==> src/rsi_pkg.sv <==
// constants and types of the reset state initializer
package rsi_pkg;
    //--------------------------------------------------------------
    // register map, byte addresses on the bus
    //--------------------------------------------------------------
    localparam int RSI_AW = 4;
    localparam logic [3:0] RSI_ADR_STATUS = 4'h0;
    localparam logic [3:0] RSI_ADR_RESET_FUNCTION_CONTROL = 4'h4;
    localparam logic [3:0] RSI_ADR_IRQ_STAT = 4'h8;
    localparam logic [3:0] RSI_ADR_IRQ_MASK = 4'hC;
    localparam logic [31:0] RSI_RD_ZERO = 32'h0000_0000;

    //--------------------------------------------------------------
    // status register layout
    //--------------------------------------------------------------
    localparam int RSI_ST_TO = 0;
    localparam int RSI_ST_PDF = 1;
    localparam int RSI_ST_CAUSE = 2;
    localparam int RSI_ST_MODE = 6;

    //--------------------------------------------------------------
    // reset values
    //--------------------------------------------------------------
    localparam logic [7:0] RSI_RESET_FUNCTION_CONTROL_POR = 8'h55;
    localparam logic [7:0] RSI_V_ZERO = 8'h00;
    localparam logic [7:0] RSI_V_ONES = 8'hFF;
    localparam logic [7:0] RSI_V_WDTC = 8'h53;
    localparam logic [7:0] RSI_V_LVRC = 8'h66;
    localparam logic [7:0] RSI_V_PCRH = 8'h7F;
    localparam logic [5:0] RSI_IRQ_NONE = 6'h00;

    //--------------------------------------------------------------
    // reset causes, one-hot
    //--------------------------------------------------------------
    localparam logic [3:0] RSI_C_POR = 4'h1;
    localparam logic [3:0] RSI_C_PIN = 4'h2;
    localparam logic [3:0] RSI_C_LVR = 4'h4;
    localparam logic [3:0] RSI_C_WDT = 4'h8;

    //--------------------------------------------------------------
    // operating modes as reported by the core
    //--------------------------------------------------------------
    localparam logic [1:0] RSI_M_FAST = 2'h0;
    localparam logic [1:0] RSI_M_SLOW = 2'h1;
    localparam logic [1:0] RSI_M_IDLE = 2'h2;
    localparam logic [1:0] RSI_M_SLEEP = 2'h3;

    //--------------------------------------------------------------
    // interrupt status bits
    //--------------------------------------------------------------
    localparam int RSI_I_POR = 0;
    localparam int RSI_I_PIN = 1;
    localparam int RSI_I_LVR = 2;
    localparam int RSI_I_WDT = 3;
    localparam int RSI_I_WARM = 4;
    localparam int RSI_I_DONE = 5;
    localparam int RSI_IRQ_W = 6;

    //--------------------------------------------------------------
    // initial-value table slots
    //--------------------------------------------------------------
    localparam int RSI_TBL_N = 8;
    localparam int RSI_TBL_AW = 3;
    localparam logic [2:0] RSI_T_PCL = 3'h0;
    localparam logic [2:0] RSI_T_INTC = 3'h1;
    localparam logic [2:0] RSI_T_PORT = 3'h2;
    localparam logic [2:0] RSI_T_DIR = 3'h3;
    localparam logic [2:0] RSI_T_PULL = 3'h4;
    localparam logic [2:0] RSI_T_WDTC = 3'h5;
    localparam logic [2:0] RSI_T_LVRC = 3'h6;
    localparam logic [2:0] RSI_T_PCRH = 3'h7;

    // sequencer states, one-hot
    typedef enum logic [3:0] {
        RSI_S_IDLE = 4'b0001,
        RSI_S_APPLY = 4'b0010,
        RSI_S_WALK = 4'b0100,
        RSI_S_DONE = 4'b1000
    } rsi_state_t;
endpackage

==> src/rsi_init_rom.sv <==
// table of initial values loaded into core registers after reset
`timescale 1ns/1ps
`default_nettype none
module rsi_init_rom
    import rsi_pkg::*;
#(
    parameter int AW = RSI_TBL_AW
)(
    // clock and reset
    input wire logic i_clk_sys,
    input wire logic i_rstn,
    // read port
    input wire logic [AW-1:0] i_addr,
    output logic [7:0] o_value,
    output logic o_keep
);
    //--------------------------------------------------------------
    // table contents
    //--------------------------------------------------------------
    logic [7:0] value_w; // value for the slot
    logic keep_w; // slot kept on a warm watchdog reset

    always_comb
    begin
        value_w = RSI_V_ZERO;
        keep_w = 1'b1;
        case (i_addr)
            RSI_T_PCL: keep_w = 1'b0; // always cleared
            RSI_T_INTC: value_w = RSI_V_ZERO;
            RSI_T_PORT: value_w = RSI_V_ONES;
            RSI_T_DIR: value_w = RSI_V_ONES; // all inputs
            RSI_T_PULL: value_w = RSI_V_ZERO;
            RSI_T_WDTC: value_w = RSI_V_WDTC;
            RSI_T_LVRC: value_w = RSI_V_LVRC;
            RSI_T_PCRH: value_w = RSI_V_PCRH;
            default: value_w = RSI_V_ZERO;
        endcase
    end

    // read data comes out of a register
    always_ff @(posedge i_clk_sys or negedge i_rstn)
    begin
        if (!i_rstn)
        begin
            o_value <= RSI_V_ZERO;
            o_keep <= 1'b0;
        end
        else
        begin
            o_value <= value_w;
            o_keep <= keep_w;
        end
    end
endmodule
`default_nettype wire

==> src/rsi_top.sv <==
// reset state initializer: flags, init pulses and register value walk
// What this block does
// - warm watchdog expiry sets timeout and powerdown
// - normal watchdog expiry sets timeout, keeps powerdown
// - pin or low-voltage reset keeps both flags
// - power-on reset clears both flags
// - flags held here, updated on sleep and watchdog
// - power-on reset zeroes the program counter
// - reset other than warm watchdog disables all interrupt sources
// - reset clears watchdog and time bases, watchdog runs
// - reset other than warm watchdog switches off all timers
// - reset other than warm watchdog makes every port pin an input
// - reset other than warm watchdog points stack pointer at stack top
// - register values chosen by reset type
// - control register restored except warm watchdog
// - warm watchdog zeroes program counter and stack
`timescale 1ns/1ps
`default_nettype none
module rsi_top
    import rsi_pkg::*;
#(
    parameter int TBL_N = RSI_TBL_N
)(
    // clock and reset
    input wire logic i_clk_sys,
    input wire logic i_rstn,
    // reset sources, one-cycle pulses
    input wire logic i_por,
    input wire logic i_external_reset_pin,
    input wire logic i_low_voltage_reset,
    input wire logic i_wdt_expire,
    // core state
    input wire logic [1:0] i_mode,
    input wire logic i_sleep_entry,
    input wire logic i_wdt_clear_instr,
    // wishbone slave
    input wire logic i_wb_cyc,
    input wire logic i_wb_stb,
    input wire logic i_wb_we,
    input wire logic [RSI_AW-1:0] i_wb_adr,
    input wire logic [3:0] i_wb_sel,
    input wire logic [31:0] i_wb_dat,
    output logic [31:0] o_wb_dat,
    output logic o_wb_ack,
    // initialisation outputs
    output logic o_core_hold,
    output logic o_pc_clear,
    output logic o_sp_top,
    output logic o_sp_zero,
    output logic o_int_disable,
    output logic o_wdt_clear,
    output logic o_timer_off,
    output logic o_io_input,
    output logic o_init_we,
    output logic [RSI_TBL_AW-1:0] o_init_idx,
    output logic [7:0] o_init_data,
    // flags and control
    output logic o_timeout_flag,
    output logic o_powerdown_flag,
    output logic [7:0] o_reset_function_control,
    output logic o_irq
);
    //--------------------------------------------------------------
    // helpers
    //--------------------------------------------------------------
    // idle or sleep counts as low power
    function automatic logic low_pwr(input logic [1:0] m);
        low_pwr = (m == RSI_M_IDLE) || (m == RSI_M_SLEEP);
    endfunction

    //--------------------------------------------------------------
    // declarations
    //--------------------------------------------------------------
    rsi_state_t state_q, state_d; // sequencer state
    logic [3:0] cause_q; // recorded reset cause
    logic [1:0] mode_q; // mode at reset
    logic [RSI_TBL_AW-1:0] idx_q; // table walk index
    logic [RSI_TBL_AW-1:0] idx_p_q; // index of rom output
    logic walk_v_q; // rom output valid
    logic [7:0] rom_value; // table value
    logic rom_keep; // table keep-on-warm bit
    logic [5:0] irq_stat_q, irq_mask_q; // interrupt regs
    logic wb_ack_q; // bus answer

    //--------------------------------------------------------------
    // decode
    //--------------------------------------------------------------
    wire ev_any = i_por | i_external_reset_pin | i_low_voltage_reset
        | i_wdt_expire;
    wire [3:0] cause_d = i_por ? RSI_C_POR
        : i_external_reset_pin ? RSI_C_PIN
        : i_low_voltage_reset ? RSI_C_LVR : RSI_C_WDT;
    wire in_apply = (state_q == RSI_S_APPLY);
    wire is_wdt = (cause_q == RSI_C_WDT);
    wire warm = is_wdt && low_pwr(mode_q);
    wire walk_last = (idx_q == RSI_TBL_AW'(TBL_N - 1));
    wire bus_req = i_wb_cyc & i_wb_stb & ~wb_ack_q;
    wire bus_wr = bus_req & i_wb_we & i_wb_sel[0];
    wire wr_reset_function_control = bus_wr && (i_wb_adr == RSI_ADR_RESET_FUNCTION_CONTROL);
    wire wr_stat = bus_wr && (i_wb_adr == RSI_ADR_IRQ_STAT);
    wire wr_mask = bus_wr && (i_wb_adr == RSI_ADR_IRQ_MASK);
    wire [7:0] status_w = {mode_q, cause_q, o_powerdown_flag,
        o_timeout_flag};
    wire [5:0] irq_set = {state_q == RSI_S_DONE,
        in_apply & warm, in_apply & is_wdt & ~warm,
        in_apply & (cause_q == RSI_C_LVR),
        in_apply & (cause_q == RSI_C_PIN),
        in_apply & (cause_q == RSI_C_POR)};
    // set wins over a write-one clear in the same cycle
    wire [5:0] irq_stat_d = (irq_stat_q & ~({6{wr_stat}}
        & i_wb_dat[5:0])) | irq_set;
    wire [31:0] rd_w = (i_wb_adr == RSI_ADR_STATUS) ? {24'h0, status_w}
        : (i_wb_adr == RSI_ADR_RESET_FUNCTION_CONTROL) ? {24'h0, o_reset_function_control}
        : (i_wb_adr == RSI_ADR_IRQ_STAT) ? {26'h0, irq_stat_q}
        : (i_wb_adr == RSI_ADR_IRQ_MASK) ? {26'h0, irq_mask_q}
        : RSI_RD_ZERO;

    //--------------------------------------------------------------
    // initial-value table
    //--------------------------------------------------------------
    rsi_init_rom #(.AW(RSI_TBL_AW)) u_rom (
        .i_clk_sys(i_clk_sys),
        .i_rstn(i_rstn),
        .i_addr(idx_q),
        .o_value(rom_value),
        .o_keep(rom_keep)
    );

    //--------------------------------------------------------------
    // sequencer next state
    //--------------------------------------------------------------
    always_comb
    begin
        state_d = state_q;
        case (state_q)
            RSI_S_IDLE: state_d = RSI_S_IDLE;
            RSI_S_APPLY: state_d = RSI_S_WALK;
            RSI_S_WALK: state_d = walk_last ? RSI_S_DONE : RSI_S_WALK;
            RSI_S_DONE: state_d = RSI_S_IDLE;
            default: state_d = RSI_S_IDLE;
        endcase
        // a new reset source restarts the sequence
        if (ev_any)
            state_d = RSI_S_APPLY;
    end

    // state, cause and mode capture
    always_ff @(posedge i_clk_sys or negedge i_rstn)
    begin
        if (!i_rstn)
        begin
            state_q <= RSI_S_IDLE;
            cause_q <= RSI_C_POR;
            mode_q <= RSI_M_FAST;
        end
        else
        begin
            state_q <= state_d;
            if (ev_any)
            begin
                cause_q <= cause_d;
                mode_q <= i_mode;
            end
        end
    end

    // table walk index and rom pipeline
    always_ff @(posedge i_clk_sys or negedge i_rstn)
    begin
        if (!i_rstn)
        begin
            idx_q <= RSI_T_PCL;
            idx_p_q <= RSI_T_PCL;
            walk_v_q <= 1'b0;
        end
        else
        begin
            idx_q <= (state_q == RSI_S_WALK && !walk_last)
                ? idx_q + 1'b1 : RSI_T_PCL;
            idx_p_q <= idx_q;
            walk_v_q <= (state_q == RSI_S_WALK) && !ev_any;
        end
    end

    // register loads; warm watchdog keeps the preserved slots
    always_ff @(posedge i_clk_sys or negedge i_rstn)
    begin
        if (!i_rstn)
        begin
            o_init_we <= 1'b0;
            o_init_idx <= RSI_T_PCL;
            o_init_data <= RSI_V_ZERO;
        end
        else
        begin
            o_init_we <= walk_v_q && !(warm && rom_keep);
            o_init_idx <= idx_p_q;
            o_init_data <= rom_value;
        end
    end

    // core and peripheral pulses
    always_ff @(posedge i_clk_sys or negedge i_rstn)
    begin
        if (!i_rstn)
        begin
            o_core_hold <= 1'b1;
            o_pc_clear <= 1'b0;
            o_sp_top <= 1'b0;
            o_sp_zero <= 1'b0;
            o_int_disable <= 1'b0;
            o_wdt_clear <= 1'b0;
            o_timer_off <= 1'b0;
            o_io_input <= 1'b0;
        end
        else
        begin
            o_core_hold <= (state_d != RSI_S_IDLE);
            o_pc_clear <= in_apply;
            o_sp_top <= in_apply & ~warm;
            o_sp_zero <= in_apply & warm;
            o_int_disable <= in_apply & ~warm;
            o_wdt_clear <= in_apply;
            o_timer_off <= in_apply & ~warm;
            o_io_input <= in_apply & ~warm;
        end
    end

    // timeout and powerdown flags
    always_ff @(posedge i_clk_sys or negedge i_rstn)
    begin
        if (!i_rstn)
        begin
            o_timeout_flag <= 1'b0;
            o_powerdown_flag <= 1'b0;
        end
        else if (in_apply)
        begin
            if (cause_q == RSI_C_POR)
            begin
                o_timeout_flag <= 1'b0;
                o_powerdown_flag <= 1'b0;
            end
            else if (is_wdt)
            begin
                o_timeout_flag <= 1'b1;
                if (warm)
                    o_powerdown_flag <= 1'b1;
            end
            // pin or low-voltage: unchanged
        end
        else if (state_q == RSI_S_IDLE && i_wdt_clear_instr)
        begin
            o_timeout_flag <= 1'b0;
            o_powerdown_flag <= 1'b0;
        end
        else if (state_q == RSI_S_IDLE && i_sleep_entry)
        begin
            o_timeout_flag <= 1'b0;
            o_powerdown_flag <= 1'b1;
        end
    end

    // reset function control register
    always_ff @(posedge i_clk_sys or negedge i_rstn)
    begin
        if (!i_rstn)
            o_reset_function_control <= RSI_RESET_FUNCTION_CONTROL_POR;
        else if (in_apply && !warm)
            o_reset_function_control <= RSI_RESET_FUNCTION_CONTROL_POR;
        else if (wr_reset_function_control)
            o_reset_function_control <= i_wb_dat[7:0];
    end

    // interrupt registers and output
    always_ff @(posedge i_clk_sys or negedge i_rstn)
    begin
        if (!i_rstn)
        begin
            irq_stat_q <= RSI_IRQ_NONE;
            irq_mask_q <= RSI_IRQ_NONE;
            o_irq <= 1'b0;
        end
        else
        begin
            irq_stat_q <= irq_stat_d;
            if (wr_mask)
                irq_mask_q <= i_wb_dat[5:0];
            o_irq <= |(irq_stat_d & (wr_mask ? i_wb_dat[5:0]
                : irq_mask_q));
        end
    end

    // bus answer, one cycle after the request
    always_ff @(posedge i_clk_sys or negedge i_rstn)
    begin
        if (!i_rstn)
        begin
            wb_ack_q <= 1'b0;
            o_wb_dat <= RSI_RD_ZERO;
        end
        else
        begin
            wb_ack_q <= bus_req;
            o_wb_dat <= bus_req ? rd_w : RSI_RD_ZERO;
        end
    end
    assign o_wb_ack = wb_ack_q;
endmodule
`default_nettype wire

==> config.mk <==
export PLATFORM = sky130hd
export DESIGN_NAME = rsi_top
export DESIGN_NICKNAME = d
export VERILOG_FILES = /design/src/rsi_pkg.sv /design/src/rsi_init_rom.sv /design/src/rsi_top.sv
export SDC_FILE = /design/constraint.sdc
export NUM_CORES = 1
export LEC_CHECK = 0
export BUFFER_PORTS_ARGS = -buffer_cell sky130_fd_sc_hd__buf_2
export CAP_MARGIN = 5
export CORE_ASPECT_RATIO = 1.2
export CORE_MARGIN = 5
export CORE_UTILIZATION = 40
export DETAILED_ROUTE_END_ITERATION = 6
export PLACE_DENSITY = 0.68
export SLEW_MARGIN = 20
export SYNTH_ARGS = -nofsm -noshare
export SYNTH_HDL_FRONTEND = slang
export SYNTH_SLANG_ARGS = --single-unit
==> constraint.sdc <==
create_clock -name i_clk_sys -period 4.5 [get_ports i_clk_sys]
set_clock_uncertainty 0.1 [all_clocks]
set_input_delay 0.9 -clock i_clk_sys [delete_from_list [all_inputs] [get_ports i_clk_sys]]
set_output_delay 0.9 -clock i_clk_sys [all_outputs]
set_load 0.01 [all_outputs]
==> results.py <==
metrics = {
    "die": {
        "initial_core_util_pct": 41.4,
        "row_count": 34,
        "die_w_um": 89.4,
        "die_h_um": 105,
        "dieArea_sq_mm": 0.00942,
        "coreArea_sq_mm": 0.00732,
        "io_pins": 117,
    },
    "clock_tree": {
        "cts_buffer_depth": 2,
        "clkSinkCount": 68,
        "htreeDepth": 3,
        "cts_made_buffers": 9,
        "clk_latency_ps": 340,
        "post_cts_buffers": 0,
        "holdBufCountCts": 0,
        "cts_resized": 0,
        "cts_tree": "done",
        "path_clk_slew_ps": 70,
        "cts-root-buf": "clkbuf_8",
    },
    "detailed_routing": {
        "wl_um": 6350,
        "drt_iter0_drc": 81,
        "drtAntennaViolNets": 0,
        "wl_per_cell_um": 15.3,
        "via_count": 2090,
        "drt_first_pass_iters": 7,
        "drc": 0,
        "viasPerCell": 5.04,
    },
    "logic_synthesis": {
        "synth_top_area_share_pct": 50.4,
        "avgSynthCellArea_sq_um": 11.9,
        "synthCells": 255,
        "synthTopCellsByCount": "61 x dfrtp_1, 32 x buf_4, 22 x nor2_1",
        "synth.area.top_cells": "dfrtp_1 50%, buf_4 7.9%, dfstp_2 6.1%",
        "synth_top_area_cell": "dfrtp_1",
        "netlist_area_sq_mm": 0.00303,
        "yosys.cell_types.count": 50,
        "synth_compound_area_share_pct": 8.51,
        "synth_xor_area_share_pct": 0.289,
        "synth_seq_cells": 68,
        "yosys.area_share.simple_pct": 14.0,
        "synth_fa_ha_area_share_pct": 2.48,
        "synth.area.mux_share_pct": 7.39,
        "yosysWarnings": 0,
        "seq_area_frac_synth_pct": 56.5,
        "synth_top_flop_cell": "dfrtp_1",
        "synth_edf_count": 0,
        "synth_top_family_by_area": "simple AND/OR/NAND/NOR gates",
        "ys_async_sr_fraction_pct": 100,
        "yosysMostFrequentCell": "dfrtp_1",
    },
    "sta": {
        "finalHoldViolCount": 0,
        "slew_headroom_pct": 59.0,
        "finalMaxSlewViolations": 0,
        "fin_crit_sh_pct": 51.9,
        "rsz0062_at_grt": "false",
        "tns_ps": 0,
        "worst_pin_slew_ps": 611,
        "period_minus_slack_ps": 2340,
        "max_freq_mhz": 428,
        "report.final.setup_viol": 0,
    },
    "setup_path": {
        "endpoint_kind": "register",
        "cp_cell_sequence": "buf_2 -> and4bb_4 -> and3_4 -> mux2_2 -> a22oi_2 -> nand4_1",
        "path_depth": 6,
        "r2r_slack_ps": 2370,
        "critical_path.endpoint": "o_irq",
        "r2r_end": "o_reset_function_control[5]",
        "crit_family": "simple AND/OR/NAND/NOR gates",
        "critPathKind": "in -> reg",
        "slowest_delay_ps": 370,
        "path_buf_inv": 1,
        "worstPathRequired_ps": 4610,
        "cp.arrival_ps": 2450,
        "start_kind": "primary input",
        "cp_slowest_cell": "mux2_2",
        "r2r-start": "o_wb_ack",
        "cp_max_fo": 13,
        "cp-startpoint": "i_wb_adr[2]",
        "rr_worst_depth": 6,
    },
    "worst_hold_path": {
        "hold_path_class": "reg -> reg",
    },
    "power_and_ir_drop": {
        "power.total_uw": 1320,
        "power.leakage_uw": 0.00180,
        "power-per-cell-area_mw_per_mm2": 373,
        "ir_drop_mv": 0.163,
    },
    "global_route": {
        "grt_use_total_pct": 14.2,
        "grt-ovfl-total": 0,
        "grt_max_degree": 51,
        "grt_pass1_wl_um": 10200,
        "antenna_found_initial": 0,
        "first_global_vias": 2116,
    },
    "layout": {
        "fin_nets": 379,
        "n_antenna_cell": 0,
        "drive_gt1_share_pct": 35.7,
        "fin_util_pct": 48.2,
        "area_growth_syn_to_layout_pct": 16.5,
        "fin_cells": 415,
    },
    "place": {
        "place_hpwl_um": 4700,
        "place_congestion": 0.792,
        "port_buffers": 65,
        "placed_cells": 399,
    },
    "status": {
        "run_status": "complete, no violations",
    },
    "flow_run": {
        "drv_cap": 0,
    },
}
through the flow:
| stage | hold slack (ps) | setup slack (ps) | instance area, sq um |
|---|---|---|---|
| 6_report | 250 | 2160 | 3530 |
| 5_1_grt | 265 | 2140 | 3530 |
| 4_1_cts | 252 | 2190 | 3530 |
| 3_5_place_dp | 235 | 1820 | 3300 |
| 3_3_place_gp | 232 | 1840 | 3300 |
| 2_1_floorplan | 231 | 2160 | 3120 |
layout by cell type (no fill, tap or decap), types with 2 or more instances in the layout:
cell | Yosys | final
a21oi_1 | 3 | 3
inv_6 | 0 | 2
clkbuf_8 | 0 | 9
buf_2 | 1 | 64
nor3_1 | 2 | 2
dfstp_2 | 7 | 7
buf_4 | 32 | 3
nor4b_1 | 2 | 2
or2_2 | 2 | 2
a222oi_1 | 6 | 6
nor2_1 | 22 | 22
a22o_1 | 3 | 3
inv_2 | 3 | 3
dfrtp_1 | 61 | 61
nor3_2 | 2 | 2
mux2_4 | 3 | 3
nand2b_1 | 3 | 3
a21o_1 | 4 | 4
and2_1 | 3 | 3
nand4_1 | 6 | 6
o22ai_1 | 2 | 2
a22oi_2 | 2 | 2
mux2i_1 | 10 | 10
ha_1 | 6 | 6
a32o_1 | 2 | 2
inv_1 | 13 | 13
o21ai_1 | 2 | 2
mux2_2 | 7 | 7
conb_1 | 1 | 24
bufinv_16 | 0 | 2
nor4b_2 | 2 | 2
nand2_1 | 19 | 19
o21ai_0 | 4 | 4
routing by layer:
metal,vias up,track usage (%),share of wire (%),wire length [um]
met5,-,0,0,0
met4,0,7.55,3.0,189
met3,17,3.98,8.3,527
met2,93,22.0,48,3070
met1,1023,17.8,40,2560
li1,957,-,-,-
report_power, final:
part	leakage (uW)	internal (uW)	total, uW	switching [uW]
clock network	0.000110	315	551	236
registers	0.000878	632	649	16.6
logic	0.000809	46.6	118	71.1
total	0.00180	994	1320	324
logic make-up after synthesis:
group           count (synthesis)
compound gates                 33
flops                          68
simple gates                   74
xor+xnor                        1
mux                            20
other cells                     1
fa+ha+maj                       6
buf+inv                        52
worst register-to-register path, stage by stage (launching register included):
cell,delay (ps)
dfrtp_1,380
nand3b_2,310
inv_2,220
and2_1,170
and3_1,520
mux2i_1,250
nor2_1,60
worst min path at each step:
stage	startpoint	endpoint	slack, ps	cells after the start
global route	idx_p_q[2]	o_init_idx[2]	260	0
CTS	u_rom.o_value[6]	o_init_data[6]	250	0
finish	u_rom.o_value[6]	o_init_data[6]	250	0
detailed placement	u_rom.o_value[6]	o_init_data[6]	230	0
global placement	u_rom.o_value[5]	o_init_data[5]	230	0
floorplan	u_rom.o_value[3]	o_init_data[3]	230	0
final cells by class:
cell class,instances,area (sq um)
Timing Repair Buffer,67,343
Tap cell,90,113
Clock inverter,7,98.8
Multi-Input combinational cell,158,1080
Sequential cell,68,1710
Clock buffer,9,124
Fill cell,676,3790
Inverter,16,60.1
flip-flops by register name, summed over array words and instances, names as in the netlist, 2 cells and up:
signal / cells
mode_q: 2
cause_q: 4
o_init_idx: 3
u_rom.o_value: 5
irq_stat_q: 6
o_init_data: 5
idx_q: 3
o_reset_function_control: 8
idx_p_q: 3
irq_mask_q: 6
state_q: 4
o_wb_dat: 8
Power figures use the tool's default switching activity.
